==> src/rtl/host_shared_flash_access_regs_regs.vh <==
// Register indices, field positions and reset values of the host shared flash access registers.
`ifndef HOST_SHARED_FLASH_ACCESS_REGS_REGS_VH
`define HOST_SHARED_FLASH_ACCESS_REGS_REGS_VH
`define IDX_ADDR_BYTE0 4'h0
`define IDX_ADDR_BYTE1 4'h1
`define IDX_ADDR_BYTE2 4'h2
`define IDX_ADDR_BYTE3 4'h3
`define IDX_DATA_PORT 4'h4
`define IDX_FLASH_CONTROL 4'h5
`define IDX_FLASH_STATUS 4'h6
`define IDX_PROTECT_LOW 4'h7
`define IDX_PROTECT_HIGH 4'h8
`define IDX_SEMAPHORE 4'hC
`define CTRL_PAGE_ERASE_BIT 5
`define STAT_ERASE_ERROR_BIT 0
`define STAT_PROGRAM_ERROR_BIT 1
`define STAT_BUSY_BIT 2
`define STAT_BUFFER_FULL_BIT 3
`define STAT_DATA_LOSS_BIT 4
`define PROT_INDEX_MSB 7
`define PROT_INDEX_LSB 4
`define PROT_INDEX_WRITE_BIT 3
`define PROT_LOCK_BIT 2
`define CONTROL_RESET 8'h00
`define ADDR_BYTE_RESET 8'h00
`define SEM_RESET 8'h00
`define PROT_FLAGS_RESET 3'h2
`define PROT_INDEX_RESET 4'h0
`define RESP_OKAY 2'h0
`define RESP_SLVERR 2'h2
`endif

==> src/rtl/host_shared_flash_access_regs.v <==
// Host register set for indirect shared flash access and host/core semaphore, as an AXI4-Lite slave.
// Overview of operation
// - Semaphore is 8 bits; host writes low nibble, core writes high nibble.
// - Every host semaphore write sets the written flag toward the core.
// - With the core's enable set, a host semaphore write raises the core interrupt.
// - Four byte registers form the 32-bit indirect memory address.
// - The 8-bit data port carries the byte for each indirect access.
// - Control and status bits 0, 1 and 4 clear to zero on reset; status bits 2 and 3 follow the busy and buffer-full inputs.
// - With page erase set, a flash write erases the page at the address.
// - Status bit 0 flags an erase error; write one clears it.
// - Status bit 1 flags a program error; write one clears it.
// - The three error flags clear only while busy reads zero.
// - Status bit 2 reads one while a host flash operation runs.
// - Status bit 3 reads one while the write double buffer is full.
// - Status bit 4 flags a write to a full buffer; write one clears it.
// - These registers are decoded from the host bus only.
//
// The implementer's own choice: the AXI4-Lite interface to the registers.
`include "host_shared_flash_access_regs_regs.vh"
module host_shared_flash_access_regs (
   input wire CLOCK,
   input wire RST,
   input wire [31:0] AWADDR,
   input wire [2:0] AWPROT,
   input wire AWVALID,
   output reg AWREADY,
   input wire [31:0] WDATA,
   input wire [3:0] WSTRB,
   input wire WVALID,
   output reg WREADY,
   output reg [1:0] BRESP,
   output reg BVALID,
   input wire BREADY,
   input wire [31:0] ARADDR,
   input wire [2:0] ARPROT,
   input wire ARVALID,
   output reg ARREADY,
   output reg [31:0] RDATA,
   output reg [1:0] RRESP,
   output reg RVALID,
   input wire RREADY,
   input wire CORE_SEM_WE,
   input wire [3:0] CORE_SEM_WDATA,
   input wire CORE_SEM_FLAG_CLR,
   input wire HOST_SEM_IRQ_ENABLE,
   output reg [7:0] SEM_VALUE,
   output reg HOST_SEM_WRITTEN,
   output reg CORE_IRQ,
   output reg MEM_REQ,
   output reg MEM_WRITE,
   output reg MEM_ERASE,
   output reg [31:0] MEM_ADDR,
   output reg [7:0] MEM_WDATA,
   input wire MEM_ACK,
   input wire [7:0] MEM_RDATA,
   input wire FLASH_BUSY,
   input wire BUFFER_FULL,
   input wire ERASE_ERROR,
   input wire PROGRAM_ERROR
);

localparam S_IDLE = 3'h0;
localparam S_WACC = 3'h1;
localparam S_WMEM = 3'h2;
localparam S_BRESP = 3'h3;
localparam S_RACC = 3'h4;
localparam S_RMEM = 3'h5;
localparam S_RRESP = 3'h6;

reg [2:0] state;
reg [7:0] addr_byte0;
reg [7:0] addr_byte1;
reg [7:0] addr_byte2;
reg [7:0] addr_byte3;
reg [7:0] flash_control;
reg erase_error_flag;
reg program_error_flag;
reg data_loss_flag;
reg [3:0] prot_index_low;
reg [3:0] prot_index_high;
reg [2:0] prot_flags [0:31];
integer i;

// Only aligned words in the low 64 bytes that carry a register are mapped.
function mapped;
   input [31:0] a;
   begin
      mapped = 1'b0;
      if (a[1:0] == 2'h0 && a[31:6] == 26'h0)
      begin
         case (a[5:2])
            `IDX_ADDR_BYTE0, `IDX_ADDR_BYTE1, `IDX_ADDR_BYTE2, `IDX_ADDR_BYTE3,
            `IDX_DATA_PORT, `IDX_FLASH_CONTROL, `IDX_FLASH_STATUS,
            `IDX_PROTECT_LOW, `IDX_PROTECT_HIGH, `IDX_SEMAPHORE:
               mapped = 1'b1;
            default:
               mapped = 1'b0;
         endcase
      end
   end
endfunction

function [3:0] reg_index;
   input [31:0] a;
   begin
      reg_index = a[5:2];
   end
endfunction

// Busy comes from the flash side only; the block adds no pending-write term of its own.
wire host_busy = FLASH_BUSY;
wire do_write = (state == S_WACC) && mapped(AWADDR) && WSTRB[0];
wire [3:0] widx = reg_index(AWADDR);
wire [7:0] wbyte = WDATA[7:0];
wire stat_write = do_write && (widx == `IDX_FLASH_STATUS);
wire clear_ok = stat_write && !host_busy;
wire sem_write = do_write && (widx == `IDX_SEMAPHORE);
wire data_write = do_write && (widx == `IDX_DATA_PORT);
wire lost_write = data_write && BUFFER_FULL;
// A host write in the core's clearing cycle keeps the flag, so no write goes unseen.
wire next_sem_flag = sem_write || (HOST_SEM_WRITTEN && !CORE_SEM_FLAG_CLR);
wire [4:0] prot_low_sel = {1'b0, prot_index_low};
wire [4:0] prot_high_sel = {1'b1, prot_index_high};
wire [4:0] prot_new_sel = {widx == `IDX_PROTECT_HIGH, wbyte[`PROT_INDEX_MSB:`PROT_INDEX_LSB]};

reg [7:0] read_byte;

always @*
begin
   read_byte = 8'h00;
   case (reg_index(ARADDR))
      `IDX_ADDR_BYTE0:
         read_byte = addr_byte0;
      `IDX_ADDR_BYTE1:
         read_byte = addr_byte1;
      `IDX_ADDR_BYTE2:
         read_byte = addr_byte2;
      `IDX_ADDR_BYTE3:
         read_byte = addr_byte3;
      `IDX_FLASH_CONTROL:
         read_byte = flash_control;
      `IDX_FLASH_STATUS:
         read_byte = {3'h0, data_loss_flag, BUFFER_FULL, host_busy,
                      program_error_flag, erase_error_flag};
      `IDX_PROTECT_LOW:
         read_byte = {prot_index_low, 1'b0, prot_flags[prot_low_sel]};
      `IDX_PROTECT_HIGH:
         read_byte = {prot_index_high, 1'b0, prot_flags[prot_high_sel]};
      `IDX_SEMAPHORE:
         read_byte = SEM_VALUE;
      default:
         read_byte = 8'h00;
   endcase
end

// Bus handshake and indirect memory sequencing share one machine, so only one access is ever open.
always @(posedge CLOCK)
begin
   if (RST)
   begin
      state <= S_IDLE;
      AWREADY <= 1'b0;
      WREADY <= 1'b0;
      BVALID <= 1'b0;
      BRESP <= `RESP_OKAY;
      ARREADY <= 1'b0;
      RVALID <= 1'b0;
      RRESP <= `RESP_OKAY;
      RDATA <= 32'h00000000;
      MEM_REQ <= 1'b0;
      MEM_WRITE <= 1'b0;
      MEM_ERASE <= 1'b0;
      MEM_ADDR <= 32'h00000000;
      MEM_WDATA <= 8'h00;
   end
   else
   begin
      case (state)
         S_IDLE:
         begin
            if (AWVALID && WVALID)
            begin
               AWREADY <= 1'b1;
               WREADY <= 1'b1;
               state <= S_WACC;
            end
            else if (ARVALID)
            begin
               ARREADY <= 1'b1;
               state <= S_RACC;
            end
         end
         S_WACC:
         begin
            AWREADY <= 1'b0;
            WREADY <= 1'b0;
            BRESP <= mapped(AWADDR) ? `RESP_OKAY : `RESP_SLVERR;
            if (data_write && !lost_write)
            begin
               MEM_REQ <= 1'b1;
               MEM_WRITE <= 1'b1;
               MEM_ERASE <= flash_control[`CTRL_PAGE_ERASE_BIT];
               MEM_ADDR <= {addr_byte3, addr_byte2, addr_byte1, addr_byte0};
               MEM_WDATA <= wbyte;
               state <= S_WMEM;
            end
            else
            begin
               BVALID <= 1'b1;
               state <= S_BRESP;
            end
         end
         S_WMEM:
         begin
            if (MEM_ACK)
            begin
               MEM_REQ <= 1'b0;
               MEM_WRITE <= 1'b0;
               MEM_ERASE <= 1'b0;
               BVALID <= 1'b1;
               state <= S_BRESP;
            end
         end
         S_BRESP:
         begin
            if (BREADY)
            begin
               BVALID <= 1'b0;
               state <= S_IDLE;
            end
         end
         S_RACC:
         begin
            ARREADY <= 1'b0;
            if (mapped(ARADDR) && reg_index(ARADDR) == `IDX_DATA_PORT)
            begin
               MEM_REQ <= 1'b1;
               MEM_WRITE <= 1'b0;
               MEM_ERASE <= 1'b0;
               MEM_ADDR <= {addr_byte3, addr_byte2, addr_byte1, addr_byte0};
               state <= S_RMEM;
            end
            else
            begin
               // An unmapped read returns zero, so a misaligned access never aliases a real register.
               if (mapped(ARADDR))
                  RDATA <= {24'h000000, read_byte};
               else
                  RDATA <= 32'h00000000;
               RRESP <= mapped(ARADDR) ? `RESP_OKAY : `RESP_SLVERR;
               RVALID <= 1'b1;
               state <= S_RRESP;
            end
         end
         S_RMEM:
         begin
            if (MEM_ACK)
            begin
               MEM_REQ <= 1'b0;
               RDATA <= {24'h000000, MEM_RDATA};
               RRESP <= `RESP_OKAY;
               RVALID <= 1'b1;
               state <= S_RRESP;
            end
         end
         S_RRESP:
         begin
            if (RREADY)
            begin
               RVALID <= 1'b0;
               state <= S_IDLE;
            end
         end
         default:
            state <= S_IDLE;
      endcase
   end
end

// Address bytes and control; the page erase bit is trusted to change only while idle.
always @(posedge CLOCK)
begin
   if (RST)
   begin
      addr_byte0 <= `ADDR_BYTE_RESET;
      addr_byte1 <= `ADDR_BYTE_RESET;
      addr_byte2 <= `ADDR_BYTE_RESET;
      addr_byte3 <= `ADDR_BYTE_RESET;
      flash_control <= `CONTROL_RESET;
   end
   else if (do_write)
   begin
      case (widx)
         `IDX_ADDR_BYTE0:
            addr_byte0 <= wbyte;
         `IDX_ADDR_BYTE1:
            addr_byte1 <= wbyte;
         `IDX_ADDR_BYTE2:
            addr_byte2 <= wbyte;
         `IDX_ADDR_BYTE3:
            addr_byte3 <= wbyte;
         `IDX_FLASH_CONTROL:
            flash_control <= {2'h0, wbyte[`CTRL_PAGE_ERASE_BIT], 5'h00};
         default:
            flash_control <= flash_control;
      endcase
   end
end

// Sticky error flags: a new event in the clearing cycle wins over the clear.
always @(posedge CLOCK)
begin
   if (RST)
   begin
      erase_error_flag <= 1'b0;
      program_error_flag <= 1'b0;
      data_loss_flag <= 1'b0;
   end
   else
   begin
      erase_error_flag <= ERASE_ERROR ||
         (erase_error_flag && !(clear_ok && wbyte[`STAT_ERASE_ERROR_BIT]));
      program_error_flag <= PROGRAM_ERROR ||
         (program_error_flag && !(clear_ok && wbyte[`STAT_PROGRAM_ERROR_BIT]));
      data_loss_flag <= lost_write ||
         (data_loss_flag && !(clear_ok && wbyte[`STAT_DATA_LOSS_BIT]));
   end
end

// Protection flags are kept for readback; a locked block ignores flag writes until reset.
always @(posedge CLOCK)
begin
   if (RST)
   begin
      prot_index_low <= `PROT_INDEX_RESET;
      prot_index_high <= `PROT_INDEX_RESET;
      for (i = 0; i < 32; i = i + 1)
         prot_flags[i] <= `PROT_FLAGS_RESET;
   end
   else if (do_write && (widx == `IDX_PROTECT_LOW || widx == `IDX_PROTECT_HIGH))
   begin
      if (widx == `IDX_PROTECT_LOW)
         prot_index_low <= wbyte[`PROT_INDEX_MSB:`PROT_INDEX_LSB];
      else
         prot_index_high <= wbyte[`PROT_INDEX_MSB:`PROT_INDEX_LSB];
      if (!wbyte[`PROT_INDEX_WRITE_BIT] && !prot_flags[prot_new_sel][`PROT_LOCK_BIT])
         prot_flags[prot_new_sel] <= wbyte[2:0];
   end
end

// Semaphore: each side owns one nibble, so both may write in the same cycle.
always @(posedge CLOCK)
begin
   if (RST)
   begin
      SEM_VALUE <= `SEM_RESET;
      HOST_SEM_WRITTEN <= 1'b0;
      CORE_IRQ <= 1'b0;
   end
   else
   begin
      if (sem_write)
         SEM_VALUE[3:0] <= wbyte[3:0];
      if (CORE_SEM_WE)
         SEM_VALUE[7:4] <= CORE_SEM_WDATA;
      HOST_SEM_WRITTEN <= next_sem_flag;
      CORE_IRQ <= HOST_SEM_IRQ_ENABLE && next_sem_flag;
   end
end

endmodule

==> config.mk <==
export PLATFORM = sky130hd
export DESIGN_NAME = host_shared_flash_access_regs
export DESIGN_NICKNAME = d
export VERILOG_FILES = /design/src/rtl/host_shared_flash_access_regs.v
export VERILOG_INCLUDE_DIRS = /design/src /design/src/rtl
export SDC_FILE = /design/constraint.sdc
export NUM_CORES = 1
export LEC_CHECK = 0
export BUFFER_PORTS_ARGS = -buffer_cell sky130_fd_sc_hd__buf_2
export CAP_MARGIN = 10
export CORE_MARGIN = 1
export CORE_UTILIZATION = 30
export CTS_BUF_LIST = sky130_fd_sc_hd__clkbuf_8
export DETAILED_ROUTE_END_ITERATION = 6
export PLACE_DENSITY = 0.56
export SLEW_MARGIN = 25
export SYNTH_ARGS = -nofsm -noshare
export SYNTH_HDL_FRONTEND = slang
export SYNTH_SLANG_ARGS = --single-unit
==> constraint.sdc <==
create_clock -name CLOCK -period 3.8 [get_ports CLOCK]
set_input_delay 0.76 -clock CLOCK [delete_from_list [all_inputs] [get_ports CLOCK]]
set_output_delay 0.76 -clock CLOCK [all_outputs]
set_load 0.03 [all_outputs]
==> out/results.ini <==
[critical_path]
reg2reg_slack_ps=830
required_ps=4140
crit_fanout=10
path_class=in -> reg
cp-startpoint=WDATA[4]
worst_r2r_path_depth=7
critPathLaunchType=primary input
r2r-start=state[0]
worst_setup_path_end_kind=flip-flop
arrival_ps=3350

[place]
placed_cell_area_um2=11900
gp_congestion=0.865
dp_hpwl_um=23800
placement.io_buffers=167

[route]
via_count=8840
postRouteAntennaNets=0
finalWirelength_um=33200
dr_wl_met3_um=2240
top_layer=met4
dr.pass1.iters=6
wl_met1_um=14000
wl_met2_um=16300
drcViolationCount=0
viasPerCell=5.18
drt_iter0_drc=634
wl_per_cell_um=19.4

[clock_network]
clock_latency_ps=540
cts_tree=built
clk_path_buf_depth=3
ctsResizeCount=0
cts.reportedPaths.clkPinSlew_ps=60
cts_setup_buffers=0
ctsHoldBuffers=0
cts_made_buffers=38
h-tree-depth=2
cts_root_buf=clkbuf_8
numClockSinks=218

[final_layout]
drive_gt1_share_pct=26.6
nets=1363
final_cell_mix=172 x nand2_1, 166 x buf_2, 122 x dfxtp_1, 118 x nor2_1, 96 x edfxtp_1
area_growth_pct=20.5
final_common_cell=nand2_1
design_area_um2=12600

[pwr]
seqPwrFrac_pct=46.9
p_sw_share_pct=30.0
p_sw_uw=1680
intPower_uw=3910
combinationalPowerShare_pct=16.6
max-vdd-ir-drop_uv=223
power_frac_clock_pct=36.5
leakage_uw=0.00481
powerDensity_nw_per_um2=444

[logic_synthesis]
netlist_area_um2=10400
synth.distinct_cells=57
ys_seq_area_share_pct=51.0
synth_edf_count=96
postSynthCellCount=1049
async_reset_ff_share_pct=0
synth_flop_cell=dfxtp_1
avgSynthCellArea_um2=9.96
yosys_warnings=0
ys_ff_latch=218

[run]
maxCapViolations=0

[floorplanning]
fp.dieW_um=189
rows=67
dieHeight_um=189
core-area_um2=33900
start_util_pct=30.8
dieArea_um2=35600
ioPinCount=227

[timing]
slew_viol_final=0
finClkSkew_ps=13.6
max_freq_mhz=332
min_period_ps=3010
final_hold_viol_count=0
worst_pin_slew_ps=931
finalCritPeriodShare_pct=79.3
final.setup.tns_ps=0
slew_headroom_pct=37.8
finalSetupViolCount=0
rsz0062_at_grt=no

[hold_path]
hold_path_depth=2
hp-start=HOST_SEM_IRQ_ENABLE
hold_class=in -> reg

[global_routing]
antenna_found_initial=0
grt-ovfl-total=0
grtUsageTotal_pct=18.6
grt_pass1_vias=8572
grt_pass1_wl_um=50400
grt_start_max_net_pins=77

[outcome]
outcome=completed

[worst paths after layout]
path,to
worst max register to register,prot_flags[24][2]
worst max-delay path,prot_flags[24][2]
worst min-delay path,CORE_IRQ
worst min register to register,MEM_WDATA[7]
[area by class of cell]
type,count,area [um^2]
fillers,3444,21300
flip-flops and latches,218,5330
multi-input cells,747,4730
repair buffers,220,1240
clock buffers,42,578
well taps,448,561
clock inverters,26,140
inverters,5,18.8
diodes,1,2.50
[registers in the layout (all words and copies together), names as in the netlist, 8 cells and up, named ones only]
signal / flops
prot_flags: 96
MEM_ADDR: 32
MEM_WDATA: 8
RDATA: 8
SEM_VALUE: 8
addr_byte0: 8
addr_byte1: 8
addr_byte2: 8
addr_byte3: 8
[per-layer routing]
layer | vias to the layer above | track usage, %
met5 | - | 0
met4 | 0 | 5.06
met3 | 46 | 3.54
met2 | 363 | 32.1
met1 | 4244 | 23.6
li1 | 4187 | -
[cells in the mapped netlist, types with 15 or more instances]
| library cell | instances | area [um^2] |
|---|---|---|
| nand3_1 | 27 | 135 |
| nand2_1 | 172 | 646 |
| clkbuf_1 | 62 | 233 |
| dfxtp_1 | 122 | 2440 |
| a41o_1 | 16 | 160 |
| nand4_1 | 15 | 93.8 |
| a31o_2 | 16 | 140 |
| a21oi_1 | 76 | 380 |
| nor4_1 | 38 | 238 |
| nor2b_1 | 15 | 93.8 |
| edfxtp_1 | 96 | 2880 |
| mux2i_1 | 57 | 571 |
| buf_4 | 27 | 203 |
| mux4_2 | 29 | 653 |
| nor2_1 | 118 | 443 |
| a22oi_1 | 18 | 135 |
[logic make-up after synthesis]
family | after synthesis | share of synthesized area [%]
compound gates | 186 | 11.9
buf+inv | 109 | 4.96
flops | 218 | 51.0
mux | 93 | 12.5
other cells | 1 | 0.0359
simple gates | 442 | 19.7
[per-stage QoR]
| stage | hold slack, ps | cells | util, % | power, uW | setup slack (ps) |
|---|---|---|---|---|---|
| final | 431 | 1707 | 37.2 | 5590 | 788 |
| after global routing | 428 | 1706 | 37.2 | 5850 | 606 |
| after CTS | 419 | 1706 | 37.2 | 5650 | 778 |
| after detailed placement | 443 | 1638 | 35.0 | 3590 | 281 |
| after global placement | 443 | 1638 | 35.0 | 3590 | 292 |
| after floorplan | 441 | 1074 | - | 3290 | 594 |
[worst max-delay path, stage by stage]
cell     delay, ps
buf_2          200
buf_4          220
mux4_2         510
a221o_1        370
or4b_1         720
buf_4          250
nor4_1         300
[power groups by stage]
stage	logic (uW)	clock network, uW	registers, uW
2_1_floorplan	572	0	2720
3_3_place_gp	924	0	2670
3_5_place_dp	923	0	2670
4_1_cts	927	2100	2620
5_1_grt	1010	2200	2630
6_report	926	2040	2620
Power figures use the tool's default switching activity.
